==> src/hw/pls_cfg_defs.svh <==
/*
 register offsets, field positions, reset values for the port config bank.
 assumes: included by pls_cfg_regs only, not by the package, no processes here.
*/
`ifndef PLS_CFG_DEFS_SVH
`define PLS_CFG_DEFS_SVH
`define PLS_OFF_SLOT_CTRL_STAT 8'hd8
`define PLS_OFF_DEV_CAP2 8'he4
`define PLS_OFF_DEV_CTRL2 8'he8
`define PLS_OFF_LINK_CAP2 8'hec
`define PLS_OFF_LINK_CTRL2 8'hf0
`define PLS_OFF_SLOT_CAP2 8'hf4
`define PLS_OFF_SLOT_CTRL2 8'hf8
`define PLS_OFF_STRAP 8'hfc
`define PLS_BIT_ATTN 16
`define PLS_BIT_PFAULT 17
`define PLS_BIT_LATCH_CHG 18
`define PLS_BIT_PRES_CHG 19
`define PLS_BIT_CMD_DONE 20
`define PLS_BIT_LATCH_STATE 21
`define PLS_BIT_PRES_STATE 22
`define PLS_BIT_DLL_CHG 24
`define PLS_BIT_HP_INT_EN 5
`define PLS_BIT_DLL_EN 12
`define PLS_BIT_LTR_SUP 11
`define PLS_BIT_FC_LTR 12
`define PLS_BIT_OBFF_LO 18
`define PLS_BIT_LTR_EN 10
`define PLS_BIT_OBFF_EN_LO 13
`define PLS_BIT_DEEMP_SEL 6
`define PLS_BIT_DEEMP_CUR 16
`define PLS_RST_SLOT_CTRL 16'h01c0
`define PLS_RST_TARGET_SPEED 4'h2
`endif

==> src/hw/pls_cfg_pkg.sv <==
/*
 types for the port config bank.
 assumes: the defs header carries all numbers.
*/
package pls_cfg_pkg;
   typedef enum logic [2:0] {
      pls_idle_type_st = 3'b001,
      pls_access_type_st = 3'b010,
      pls_done_type_st = 3'b100
   } pls_apb_state_type;
endpackage

==> src/hw/pls_cfg_regs.sv <==
/*
 config-space register bank for one switch port: slot event status,
 device/link capability-2 group, de-emphasis reset straps.
 assumes: apb master on pclk; hot-plug pins asynchronous; preload strap
 inputs stable before and after reset release.
*/
`timescale 1ns/1ps
`include "pls_cfg_defs.svh"
////////////////////////////////////////////////////////////////////////////////
// Operation
// attention button press sets bit 16; write one clears; resets zero
// power fault sets bit 17; write one clears; resets zero
// bit 18 latch sensor change flag, read-only, resets zero, writes ignored
// presence change sets bit 19; write one clears; resets zero
// hot-plug command completion sets bit 20; write one clears; resets zero
// bit 21 mirrors retention latch: zero closed, one open; resets zero
// bit 22 shows card presence: zero empty, one present; resets zero
// downstream port without slot reads presence state as one
// link-active change sets bit 24; write one clears
// device capabilities 2 bit 11 reads one (latency reporting)
// flush/fill support field bits 19:18 resets to zero
// bit 12, flush/fill support and de-emphasis select preloaded from straps
// device control 2 bits 14:13 read-write flush/fill enable, reset zero
// de-emphasis select bit 6 takes effect only on downstream ports
// upstream port resets de-emphasis select and current level to zero
// downstream port resets de-emphasis select and current level to one
// hot-plug interrupt needs master enable and the event's own enable
// capability-2 link/slot words and reserved bits read zero
// writing zero keeps flags; event in clearing cycle keeps flag set
module pls_cfg_regs
   import pls_cfg_pkg::*;
(
   // apb
   input wire logic pclk,
   input wire logic presetn,
   input wire logic psel,
   input wire logic penable,
   input wire logic pwrite,
   input wire logic [7:0] paddr,
   input wire logic [31:0] pwdata,
   output logic [31:0] prdata,
   output logic pready,
   output logic pslverr,
   // port straps (static)
   input wire logic is_downstream,
   input wire logic slot_implemented,
   input wire logic preload_valid,
   input wire logic preload_fc_ltr,
   input wire logic [1:0] preload_obff_sup,
   input wire logic preload_deemp_sel,
   // hot-plug pins
   input wire logic attn_button,
   input wire logic power_fault,
   input wire logic retention_latch,
   input wire logic card_present,
   input wire logic link_active,
   // hot-plug controller
   input wire logic cmd_done,
   // outputs to core
   output logic hot_plug_irq,
   output logic ltr_enable,
   output logic [1:0] obff_enable,
   output logic [3:0] target_speed,
   output logic deemp_sel_eff,
   output logic deemp_current
);
////////////////////////////////////////////////////////////////////////////////
   logic [4:0] pin_sync;
   logic [4:0] pin_rise;
   logic [4:0] pin_change;
   logic rst_done;
   logic strap_ds;
   logic deemp_sel;
   logic fc_ltr;
   logic [1:0] obff_sup;
   logic [12:0] slot_ctrl;
   logic [4:0] flags;
   logic dll_chg;
   logic [12:0] link_ctrl;
   pls_apb_state_type state;
   pls_apb_state_type next_state;
   // pins have no relation to pclk; two flops before any logic reads them
   pls_sync #(.WIDTH(5)) u_sync
   (
      .pclk(pclk),
      .presetn(presetn),
      .async_in({link_active, card_present, retention_latch, power_fault, attn_button}),
      .sync_out(pin_sync)
   );
   pls_edge #(.WIDTH(5)) u_edge
   (
      .pclk(pclk),
      .presetn(presetn),
      .level(pin_sync),
      .rise(pin_rise),
      .change(pin_change)
   );
////////////////////////////////////////////////////////////////////////////////
   // apb: one wait state; access phase answers in its second cycle
   wire setup_ok = psel & ~penable;
   always_comb
   begin
      case (state)
         pls_idle_type_st: next_state = setup_ok ? pls_access_type_st : pls_idle_type_st;
         pls_access_type_st: next_state = (psel & penable) ? pls_done_type_st : pls_access_type_st;
         pls_done_type_st: next_state = pls_idle_type_st;
         default: next_state = pls_idle_type_st;
      endcase
   end
   always_ff @(posedge pclk or negedge presetn)
   begin
      if (!presetn)
         state <= pls_idle_type_st;
      else
         state <= next_state;
   end
   assign pready = (state == pls_done_type_st);
   wire wr_fire = pready & psel & penable & pwrite;
   wire hit_slot = (paddr == `PLS_OFF_SLOT_CTRL_STAT);
   wire hit_dctl = (paddr == `PLS_OFF_DEV_CTRL2);
   wire hit_lctl = (paddr == `PLS_OFF_LINK_CTRL2);
   wire mapped = hit_slot | hit_dctl | hit_lctl | (paddr == `PLS_OFF_DEV_CAP2)
      | (paddr == `PLS_OFF_LINK_CAP2) | (paddr == `PLS_OFF_SLOT_CAP2)
      | (paddr == `PLS_OFF_SLOT_CTRL2) | (paddr == `PLS_OFF_STRAP);
   // unmapped or misaligned: error, reads zero, writes dropped
   assign pslverr = pready & ~mapped;
////////////////////////////////////////////////////////////////////////////////
   // strap capture one edge after reset release; straps are static, so one
   // capture replaces a synchroniser
   // upstream zero, downstream one unless preloaded
   wire deemp_default = preload_valid ? preload_deemp_sel : 1'b1;
   wire fc_ltr_default = preload_valid & preload_fc_ltr;
   wire [1:0] obff_default = preload_valid ? preload_obff_sup : 2'h0;
   always_ff @(posedge pclk or negedge presetn)
   begin
      if (!presetn)
      begin
         rst_done <= 1'b0;
         strap_ds <= 1'b0;
         deemp_sel <= 1'b0;
         fc_ltr <= 1'b0;
         obff_sup <= 2'h0;
      end
      else if (!rst_done)
      begin
         rst_done <= 1'b1;
         strap_ds <= is_downstream;
         fc_ltr <= fc_ltr_default;
         obff_sup <= obff_default;
         deemp_sel <= is_downstream & deemp_default;
      end
   end
   assign deemp_sel_eff = strap_ds & deemp_sel;
   assign deemp_current = deemp_sel_eff;
////////////////////////////////////////////////////////////////////////////////
   // slot control and link/device control 2
   wire [15:0] wr_lo = pwdata[15:0];
   always_ff @(posedge pclk or negedge presetn)
   begin
      if (!presetn)
      begin
         slot_ctrl <= 13'(`PLS_RST_SLOT_CTRL);
         link_ctrl <= {8'h00, 1'b0, `PLS_RST_TARGET_SPEED};
         ltr_enable <= 1'b0;
         obff_enable <= 2'h0;
      end
      else if (wr_fire)
      begin
         if (hit_slot)
            slot_ctrl <= wr_lo[12:0];
         if (hit_lctl)
            link_ctrl <= {wr_lo[12:7], 1'b0, wr_lo[5:0]};
         if (hit_dctl)
         begin
            ltr_enable <= wr_lo[`PLS_BIT_LTR_EN];
            obff_enable <= wr_lo[14:13];
         end
      end
   end
   assign target_speed = link_ctrl[3:0];
////////////////////////////////////////////////////////////////////////////////
   // event flags: set beats clear, zero writes ignored
   wire [4:0] clr_req = {5{wr_fire & hit_slot}} & {pwdata[24], pwdata[20:19], pwdata[17:16]};
   wire [4:0] set_ev = {pin_change[4], cmd_done, pin_change[3], pin_rise[1], pin_rise[0]};
   always_ff @(posedge pclk or negedge presetn)
   begin
      if (!presetn)
         flags <= 5'h00;
      else
         flags <= set_ev | (flags & ~clr_req);
   end
   // latch change bit is read-only; held set from the first latch change until reset, never cleared by software
   logic latch_chg;
   always_ff @(posedge pclk or negedge presetn)
   begin
      if (!presetn)
         latch_chg <= 1'b0;
      else if (pin_change[2])
         latch_chg <= 1'b1;
   end
   assign dll_chg = flags[4];
   wire pres_state = (strap_ds & ~slot_implemented) ? 1'b1 : pin_sync[3];
   // enable order: attn, pfault, latch, presence, cmd; plus dll
   wire [5:0] ev_hit = {dll_chg & slot_ctrl[`PLS_BIT_DLL_EN], flags[3] & slot_ctrl[4],
      flags[2] & slot_ctrl[3], latch_chg & slot_ctrl[2], flags[1] & slot_ctrl[1],
      flags[0] & slot_ctrl[0]};
   always_ff @(posedge pclk or negedge presetn)
   begin
      if (!presetn)
         hot_plug_irq <= 1'b0;
      else
         hot_plug_irq <= slot_ctrl[`PLS_BIT_HP_INT_EN] & (|ev_hit);
   end
////////////////////////////////////////////////////////////////////////////////
   // read mux; data captured in the access cycle so it is settled while pready stands
   wire [31:0] rd_slot = {7'h00, dll_chg, 1'b0, pres_state, pin_sync[2], flags[3],
      flags[2], latch_chg, flags[1], flags[0], 3'h0, slot_ctrl};
   wire [31:0] rd_dcap = {12'h000, obff_sup, 5'h00, fc_ltr, 1'b1, 11'h000};
   wire [31:0] rd_dctl = {16'h0000, 1'b0, obff_enable, 2'h0, ltr_enable, 10'h000};
   wire [31:0] rd_lctl = {15'h0000, deemp_current, 3'h0, link_ctrl[12:7], deemp_sel_eff,
      link_ctrl[5:0]};
   wire [31:0] rd_strap = {29'h0, slot_implemented, strap_ds, rst_done};
   logic [31:0] rd_mux;
   always_comb
   begin
      case (paddr)
         `PLS_OFF_SLOT_CTRL_STAT: rd_mux = rd_slot;
         `PLS_OFF_DEV_CAP2: rd_mux = rd_dcap;
         `PLS_OFF_DEV_CTRL2: rd_mux = rd_dctl;
         `PLS_OFF_LINK_CTRL2: rd_mux = rd_lctl;
         `PLS_OFF_STRAP: rd_mux = rd_strap;
         default: rd_mux = 32'h0000_0000;
      endcase
   end
   always_ff @(posedge pclk or negedge presetn)
   begin
      if (!presetn)
         prdata <= 32'h0000_0000;
      else if (state == pls_access_type_st && !pwrite)
         prdata <= rd_mux;
   end
endmodule

==> src/hw/pls_edge.sv <==
/*
 rising/any-change detector on synchronised levels, one per bit.
 assumes: input already synchronised to pclk.
*/
`timescale 1ns/1ps
module pls_edge
#(
   parameter int WIDTH = 1
)
(
   // clock and reset
   input wire logic pclk,
   input wire logic presetn,
   // levels and events
   input wire logic [WIDTH-1:0] level,
   output logic [WIDTH-1:0] rise,
   output logic [WIDTH-1:0] change
);
   logic [WIDTH-1:0] prev;
   logic [2:0] fill;
   logic armed;
   // silent until prev holds a synchronised pin value: a pin already high
   // at reset release must not look like an edge against the reset zeros
   always_ff @(posedge pclk or negedge presetn)
   begin
      if (!presetn)
      begin
         prev <= '0;
         fill <= 3'h0;
      end
      else
      begin
         prev <= level;
         fill <= {fill[1:0], 1'b1};
      end
   end
   assign armed = fill[2];
   genvar i;
   for (i = 0; i < WIDTH; i++)
   begin : g_bit
      assign rise[i] = armed & level[i] & ~prev[i];
      assign change[i] = armed & (level[i] ^ prev[i]);
   end
endmodule

==> src/hw/pls_sync.sv <==
/*
 two flip-flop synchroniser, one per bit.
 assumes: inputs are asynchronous pins.
*/
`timescale 1ns/1ps
module pls_sync
#(
   parameter int WIDTH = 1
)
(
   // clock and reset
   input wire logic pclk,
   input wire logic presetn,
   // data
   input wire logic [WIDTH-1:0] async_in,
   output logic [WIDTH-1:0] sync_out
);
   logic [WIDTH-1:0] stage1;
   always_ff @(posedge pclk or negedge presetn)
   begin
      if (!presetn)
      begin
         stage1 <= '0;
         sync_out <= '0;
      end
      else
      begin
         stage1 <= async_in;
         sync_out <= stage1;
      end
   end
endmodule

==> config.mk <==
export PLATFORM = sky130hd
export DESIGN_NAME = pls_cfg_regs
export DESIGN_NICKNAME = d
export VERILOG_FILES = /design/src/hw/pls_cfg_pkg.sv /design/src/hw/pls_cfg_regs.sv /design/src/hw/pls_edge.sv /design/src/hw/pls_sync.sv
export VERILOG_INCLUDE_DIRS = /design/src /design/src/hw
export SDC_FILE = /design/constraint.sdc
export NUM_CORES = 1
export LEC_CHECK = 0
export BUFFER_PORTS_ARGS = -buffer_cell sky130_fd_sc_hd__buf_2
export CAP_MARGIN = 5
export CELL_PAD_IN_SITES_DETAIL_PLACEMENT = 1
export CELL_PAD_IN_SITES_GLOBAL_PLACEMENT = 1
export CORE_MARGIN = 2
export CORE_UTILIZATION = 40
export CTS_CLUSTER_SIZE = 30
export DETAILED_ROUTE_END_ITERATION = 12
export PLACE_DENSITY = 0.75
export SLEW_MARGIN = 25
export SYNTH_ARGS = -nofsm -noshare
export SYNTH_HDL_FRONTEND = slang
export SYNTH_SLANG_ARGS = --single-unit
==> constraint.sdc <==
create_clock -name pclk -period 2.2 [get_ports pclk]
set_input_delay 0.22 -clock pclk [delete_from_list [all_inputs] [get_ports pclk]]
set_output_delay 0.22 -clock pclk [all_outputs]
set_load 0.01 [all_outputs]
; After elaboration in Yosys (flattened, before gate mapping)
; Index checks and enable logic that the tools add are counted.
[word_totals]
elab_cells = 86
in_bits = 58
out_inout_bits = 44
regBits = 94
[classes]
n_bitwise = 44
mux = 7
reduce_logical = 6
eq_ne = 11
[op_table]
columns = cell, count
row1 = $pmux 25 s5, 1
row2 = $eq 8x8->1 const B, 8
row3 = $and 1x1->1, 25
row4 = $and 5x5->5, 2
row5 = $or 1x1->1, 7
row6 = $pmux 3 s2, 1
row7 = $reduce_and 2->1, 3
row8 = $reduce_or 6->1, 1
row9 = $not 1->1, 5
row10 = $not 5->5, 1
row11 = $or 5x5->5, 1
row12 = $mux 2, 2
row13 = $eq 3x1->1 const B, 1
row14 = $eq 3x2->1 const B, 1
row15 = $eq 3x3->1 const B, 1
row16 = $mux 3, 1
row17 = $xor 1x1->1, 3
row18 = $mux 1, 2
row19 = $logic_and 1x1->1, 1
row20 = $logic_not 1->1, 1

; Depth between registers and ports, before layout
; Gate-level depths: netlist (run 1).
[depth]
depth_word = 10
mapped_depth = 6
depth_no_buf = 4

; Modules after synthesis
; Synthesis (run 1) repeated with hierarchy kept, for this count alone.
[hier_totals]
hier_cells = 291
area_unflattened_um2 = 3691.0
[modules_own_cells]
columns = mod, cells_each, seq_area_each_um2, instances, area_per_inst_um2
row1 = pls_cfg_regs, 256, 1682.9, 1, 3114.2
row2 = pls_edge, 25, 200.2, 1, 326.6
row3 = pls_sync, 10, 250.2, 1, 250.2

; Least setup slack after synthesis (run 1)
; Ideal clock, no wire load.
[synth_path]
path_kind = register to register
startpoint = register state[1]
endpoint = register slot_ctrl[10]
synth_period_minus_slack_ns = 1.781
required_ns = 2.075
arrival_ns = 1.657
setup_time_ns = 0.125
path_stages_with_launch = 5
n_path_buf = 1
slack_ns = 0.419
path_cell_list = dfrtp_1 -> nand2b_1 -> nor4_4 -> buf_6 -> mux2_2
[synth_between]
elab_chain_cells = 5
[synth_rtl]
columns = item, line_no
row1 = start: declaration, pls_cfg_regs.sv:80  ; pls_apb_state_type state;
row2 = start signal: assignment, pls_cfg_regs.sv:113  ; state <= pls_idle_type_st;
row3 = start signal: assignment, pls_cfg_regs.sv:115  ; state <= next_state;
row4 = $eq 3x3->1, pls_cfg_regs.sv:117  ; assign pready = (state == pls_done_type_st);
row5 = $and 1x1->1 (3 in a row), pls_cfg_regs.sv:118  ; wire wr_fire = pready & psel & penable & pwrite;
row6 = $reduce_and 2->1 (no line), --
row7 = end signal: assignment, pls_cfg_regs.sv:162  ; slot_ctrl <= 13'(`PLS_RST_SLOT_CTRL);
row8 = end signal: assignment, pls_cfg_regs.sv:170  ; slot_ctrl <= wr_lo[12:0];
row9 = end: declaration, pls_cfg_regs.sv:76  ; logic [12:0] slot_ctrl;
; Every way passes these cells.
; A chain may end at the register's enable or synchronous reset.

; Worst setup path after layout (run 1)
[layout_path]
startpoint = register state[2]
endpoint = register prdata[4]
[layout_between]
elab_chain_cells = 2
[layout_rtl]
columns = item, line_no
row1 = $eq 3x2->1, pls_cfg_regs.sv:239  ; else if (state == pls_access_type_st && !pwrite)
row2 = $logic_and 1x1->1, pls_cfg_regs.sv:239
row3 = end signal: assignment, pls_cfg_regs.sv:240  ; prdata <= rd_mux;
row4 = end: declaration, pls_cfg_regs.sv:41  ; output logic [31:0] prdata,
; Every way passes these cells.

==> results.sh, run 1 <==
export IMPL_status="complete, no violations"
export IMPL_viasPerCell=5.16
export IMPL_clock_skew_final_ns=0.0105
export IMPL_fin_cells=480
export IMPL_reg2reg_slack_ns=0.30
export IMPL_peakVddDrop_mv=0.422
export IMPL_synthCells=278
export IMPL_cts_tree="done"
export IMPL_clockBufferDepth=2
export IMPL_clock_latency_ns=0.36
export IMPL_crit_fanout=19
export IMPL_setup_viol=0
export IMPL_crit_end="prdata[4]"
export IMPL_critPathSlowestCell="or4b_4"
export IMPL_die_h_um=97.8
export IMPL_yosysWarnings=0
export IMPL_ant_nets=0
export IMPL_routed_wl_mm=8.22
export IMPL_syn_area_um2=3520
export IMPL_path_clk_slew_ns=0.09
export IMPL_grt_max_degree=45
export IMPL_min_period_over_period_pct=86.6
export IMPL_fin_setup_tns_ns=0
export IMPL_final_cell_mix="dfrtp_1 (79), buf_2 (79), nand2_1 (34), mux2_2 (29), o21ai_0 (15)"
export IMPL_layout_nets=425
export IMPL_cts_setup_buffers=0
export IMPL_antenna_found_initial=0
export IMPL_cp_arrival_ns=2.15
export IMPL_dieArea_um2=9570
export IMPL_post_dp_hpwl_mm=6.02
export IMPL_dp_cells=458
export IMPL_synth_seq_cells=84
export IMPL_slowest_delay_ns=0.67
export IMPL_rsz0062_at_grt="no"
export IMPL_drc=0
export IMPL_setup_ws_ns=0.295
export IMPL_drv_slew=0
export IMPL_finalPower_mw=2.81
export IMPL_crit_chain="or4b_4 -> buf_4 -> a222oi_1 -> inv_1"
export IMPL_startpoint="state[2]"
export IMPL_cts_root_buf="clkbuf_8"
export IMPL_num_vias=2478
export IMPL_globalRouteTotalUtil_pct=17.9
export IMPL_slew_headroom_pct=60.6
export IMPL_r2r_end="prdata[4]"
export IMPL_cts_repair_resized=0
export IMPL_antenna_diode_count=0
export IMPL_path_depth=4
export IMPL_leakagePower_nw=2.14
export IMPL_wl_per_cell_um=17.1
export IMPL_htreeDepth=3
export IMPL_powerDensity_nw_per_um2=662
export IMPL_synth_edf_count=0
export IMPL_seq_area_frac_synth_pct=59.9
export IMPL_drtIter0Drc=146
export IMPL_io_pins=102
export IMPL_dr_pass1_iters=5
export IMPL_maxCapViolCount=0
export IMPL_fp_dieW_um=97.8
export IMPL_grt_pass1_vias=2568
export IMPL_holdCritPathClass="primary input to flip-flop"
export IMPL_path_buf_inv=2
export IMPL_ys_async_sr_fraction_pct=100
export IMPL_synth_flop_cell="dfrtp_1"
export IMPL_core_um2=8640
export IMPL_reg2reg_depth=4
export IMPL_hold_violations=0
export IMPL_fmax_mhz=525
export IMPL_start_util_pct=40.8
export IMPL_drive_above_1_share_pct=39.5
export IMPL_period_needed_ns=1.90
export IMPL_worst_pin_slew_ns=0.591
export IMPL_numPortBuffers=80
export IMPL_cp_end_kind="flip-flop"
export IMPL_place_congestion=0.779
export IMPL_syn2layout_area_growth_pct=20.4
export IMPL_grt_pass1_wl_mm=13.3
export IMPL_critPathKind="flip-flop to flip-flop"
export IMPL_cts_hold_buf=6
export IMPL_crit_required_ns=2.45
export IMPL_preCtsSetupSlack_ns=0.290
export IMPL_clock_sink_count=84
export IMPL_cp_start_kind="flip-flop"
export IMPL_cp_top_family="simple AND/OR/NAND/NOR gates"
export IMPL_critical_path_reg2reg_startpoint="state[2]"
export IMPL_syn_area_per_cell_um2=12.7
export IMPL_rows=34
export IMPL_numCtsBuffers=9
export IMPL_grt_ovfl_total=0
export IMPL_synthDistinctLibCells=45
==> registers in the layout (all words and copies together), names as in the netlist <==
name,flops
prdata,23
slot_ctrl,13
link_ctrl,12
flags,5
u_edge.prev,5
u_sync.stage1,5
u_sync.sync_out,5
state,3
u_edge.fill,3
obff_enable,2
obff_sup,2
deemp_sel,1
fc_ltr,1
hot_plug_irq,1
latch_chg,1
ltr_enable,1
strap_ds,1
==> worst register-to-register path, delay by kind of cell (launching register included) <==
family | cells | cell delay, ns
AO/OA/AOI/OAI | 1 | 0.36
buffers and inverters | 2 | 0.32
flip-flops | 1 | 0.45
AND/OR/NAND/NOR | 1 | 0.67
==> power breakdown <==
| part | switching, mW | total (mW) | internal, mW |
|---|---|---|---|
| Combinational | 0.103 | 0.177 | 0.0737 |
| Clock | 0.607 | 1.03 | 0.427 |
| Sequential | 0.0212 | 1.60 | 1.57 |
==> cell families after synthesis <==
family	Yosys count	synth area share (%)
other cells	2	0.213
flops	84	59.9
buf+inv	34	5.87
mux	30	9.56
compound gates	55	11.6
xor+xnor	4	0.996
simple gates	69	11.9
==> cell usage after synthesis (2+ instances only) <==
library cell  instances  share of area [%]
dfrtp_1              79                 56
nand2_1              34                3.6
mux2_2               29                9.3
buf_4                15                3.2
o21ai_0              15                2.1
a22o_1               11                2.7
a22oi_1              10                2.1
inv_1                 9               0.96
nor2_1                7               0.75
a222oi_1              6                1.7
buf_2                 5               0.71
dfstp_2               5                3.7
nand2b_1              4               0.71
and2_1                3               0.53
nor2b_1               3               0.53
nor3b_1               3               0.64
xor2_1                3               0.75
a21o_1                2               0.43
a21oi_1               2               0.28
a221o_1               2               0.57
buf_6                 2               0.64
clkbuf_1              2               0.21
conb_1                2               0.21
nor3_1                2               0.28
nor4_4                2                1.2
o2bb2ai_1             2               0.50
==> worst min path at each step <==
stage,start,endpoint,slack [ns],depth (start not counted)
2_1_floorplan,presetn,deemp_sel,-0.08,0
4_1_cts,cmd_done,flags[3],0.01,2
3_3_place_gp,presetn,link_ctrl[11],0.25,1
5_1_grt,cmd_done,flags[3],0.04,2
6_report,cmd_done,flags[3],0.03,2
3_5_place_dp,presetn,deemp_sel,0.26,1
==> area by class of cell <==
cell class | instances | area [um2]
clock buffers | 9 | 124
repair buffers | 95 | 543
clock inverters | 7 | 60.1
fillers | 949 | 4400
multi-input cells | 168 | 1230
well taps | 108 | 135
flip-flops and latches | 84 | 2110
inverters | 9 | 33.8
==> metal layers <==
metal	GRT usage [%]	vias up	wire length, um
met5	0	-	0
met4	8.76	0	155
met3	3.22	9	442
met2	27.5	72	3950
met1	24.8	1248	3670
li1	-	1149	-
==> through the flow <==
| step | area (um2) | util (%) | hold slack [ns] |
|---|---|---|---|
| final | 4240 | 49.1 | 0.0321 |
| after global routing | 4240 | 49.1 | 0.0379 |
| after CTS | 4240 | 49.1 | 0.0144 |
| after detailed placement | 4000 | 46.3 | 0.264 |
| after global placement | 4000 | 46.3 | 0.252 |
| after floorplan | 3550 | - | -0.0756 |
Note: power is estimated with default switching activity, not from simulation.
==> run 2: changes to the inputs <==
- RECOVER_POWER: not set -> 100
==> run 2 against run 1 <==
Net effect: count of clock-buffer cells in the layout is the same; wire length grew 0.16%; non-clock buffer count is the same; design area shrank 2.0%; clock skew grew 0.00084 ns; setup slack lost 0.14 ns; maximum frequency shrank 6.9%; worst hold slack gained 0.00069 ns; cell count is the same; combinational power shrank 2%; register-to-register slack lost 0.14 ns; critical endpoint is now slot_ctrl[1]; highest routed layer unchanged.
==> results.sh, run 2 (synthesis results as in run 1) <==
export IMPL_die_h_um=97.8
export IMPL_cts_setup_buffers=0
export IMPL_start_util_pct=40.8
export IMPL_rows=34
export IMPL_cts_tree="done"
export IMPL_syn2layout_area_growth_pct=18.0
export IMPL_io_pins=102
export IMPL_numCtsBuffers=9
export IMPL_drc=0
export IMPL_period_needed_ns=2.05
export IMPL_status="complete, no violations"
export IMPL_final_common_cell="dfrtp_1"
export IMPL_grt_ovfl_total=0
export IMPL_setup_viol=0
export IMPL_largest_register_ffs=23
export IMPL_powerDensity_nw_per_um2=674
export IMPL_fp_dieW_um=97.8
export IMPL_antenna_found_initial=0
export IMPL_crit_fanout=15
export IMPL_path_clk_slew_ns=0.09
export IMPL_worst_pin_slew_ns=1.14
export IMPL_maxCapViolCount=0
export IMPL_wl_per_cell_um=17.2
export IMPL_setup_ws_ns=0.154
export IMPL_holdCritPathClass="primary input to flip-flop"
export IMPL_clock_skew_final_ns=0.0114
export IMPL_htreeDepth=3
export IMPL_critPathSlowestCell="nor4_1"
export IMPL_critPathKind="flip-flop to flip-flop"
export IMPL_dieArea_um2=9570
export IMPL_crit_required_ns=2.44
export IMPL_grt_pass1_wl_mm=13.3
export IMPL_rsz0062_at_grt="no"
export IMPL_final_cell_mix="dfrtp_1 (79), buf_2 (46), clkbuf_1 (36), nand2_1 (34), mux2_2 (29)"
export IMPL_multi_input_area_um2=1210
export IMPL_clockBufferDepth=2
export IMPL_ant_nets=0
export IMPL_drive_above_1_share_pct=28.8
export IMPL_slew_headroom_pct=23.9
export IMPL_clock_latency_ns=0.36
export IMPL_peakVddDrop_mv=0.424
export IMPL_drv_slew=0
export IMPL_fillerInstances=963
export IMPL_fin_hold_ws_ns=0.0327
export IMPL_place_congestion=0.779
export IMPL_regArea_um2=2110
export IMPL_cts_root_buf="clkbuf_8"
export IMPL_grt_max_degree=45
export IMPL_clock_sink_count=84
export IMPL_drtIter0Drc=164
export IMPL_viasPerCell=5.16
export IMPL_cp_start_kind="flip-flop"
export IMPL_numPortBuffers=80
export IMPL_reg_top3="prdata: 23 flops, slot_ctrl: 13 flops, link_ctrl: 12 flops"
export IMPL_antenna_diode_count=0
export IMPL_cp_end_kind="flip-flop"
export IMPL_preCtsSetupSlack_ns=0.290
export IMPL_grt_pass1_vias=2568
export IMPL_hold_violations=0
export IMPL_min_period_over_period_pct=93.0
export IMPL_slowest_delay_ns=0.45
export IMPL_leakagePower_nw=1.96
export IMPL_largest_register="prdata"
export IMPL_num_vias=2475
export IMPL_layout_nets=425
export IMPL_fin_setup_tns_ns=0
export IMPL_cp_arrival_ns=2.29
export IMPL_dr_pass1_iters=4
export IMPL_crit_chain="nand4b_2 -> nor4_1 -> clkbuf_2 -> mux2_2"
export IMPL_globalRouteTotalUtil_pct=17.9
export IMPL_post_dp_hpwl_mm=6.02
export IMPL_routed_wl_mm=8.23
export IMPL_fmax_mhz=489
export IMPL_core_um2=8640
==> run 2: changes by cell type in the layout (fill, tap and decap cells not counted), sizes merged <==
cell	previous run	this run
buf	89	50
clkbuf	9	48
==> run 2: final timing paths <==
path / start / end / slack (ns) / depth (start not counted)
setup / recovery: state[0] / slot_ctrl[1] / 0.15 / 4
hold / removal: cmd_done / flags[3] / 0.03 / 2
setup reg to reg: state[0] / slot_ctrl[1] / 0.15 / 4
hold reg to reg: u_sync.stage1[3] / u_sync.sync_out[3] / 0.35 / 0
max in group asynchronous: presetn / slot_ctrl[8] / 0.73 / 3
min in group asynchronous: presetn / deemp_sel / 0.60 / 2
==> run 2: routing by layer <==
layer  GRT usage (%)  vias up  share of wire (%)
met4            8.76        0                1.9
met5               0        -                  0
met1            24.8     1251                 46
li1                -     1154                  -
met3            3.22        9                3.8
met2            27.5       61                 48
==> run 2: worst max-delay path, delay by kind of cell (launching register included) <==
| family | cells | cell delay (ns) |
|---|---|---|
| and+or+nand+nor | 2 | 0.68 |
| DFF | 1 | 0.41 |
| muxes | 1 | 0.38 |
| buffers and inverters | 1 | 0.45 |
==> run 2: through the flow <==
| stage | cells | utilization (%) | total power [mW] | cell area (um2) |
|---|---|---|---|---|
| after floorplan | 286 | - | 1.71 | 3550 |
| final | 480 | 48.1 | 2.80 | 4150 |
| after detailed placement | 458 | 46.3 | 1.80 | 4000 |
| after global routing | 480 | 48.1 | 2.91 | 4150 |
| after CTS | 480 | 49.1 | 2.84 | 4240 |
| after global placement | 458 | 46.3 | 1.79 | 4000 |
==> run 2: what timing repair did <==
action,4_1_cts,5_1_grt
hold endpoints to repair,44,0
hold buffers,6,0
gates resized for setup,0,0
==> run 2: power breakdown <==
group | internal [mW] | total (mW) | switching [mW]
registers | 1.57 | 1.59 | 0.0215
logic | 0.0724 | 0.173 | 0.101
clock network | 0.427 | 1.03 | 0.606
==> run 2: final cells by class <==
| type | instances | share of cell area, % |
|---|---|---|
| Inverter | 9 | 0.813 |
| Multi-Input combinational cell | 168 | 29.1 |
| Sequential cell | 84 | 50.8 |
| Clock buffer | 9 | 2.98 |
| Tap cell | 108 | 3.25 |
| Timing Repair Buffer | 95 | 11.6 |
| Clock inverter | 7 | 1.45 |
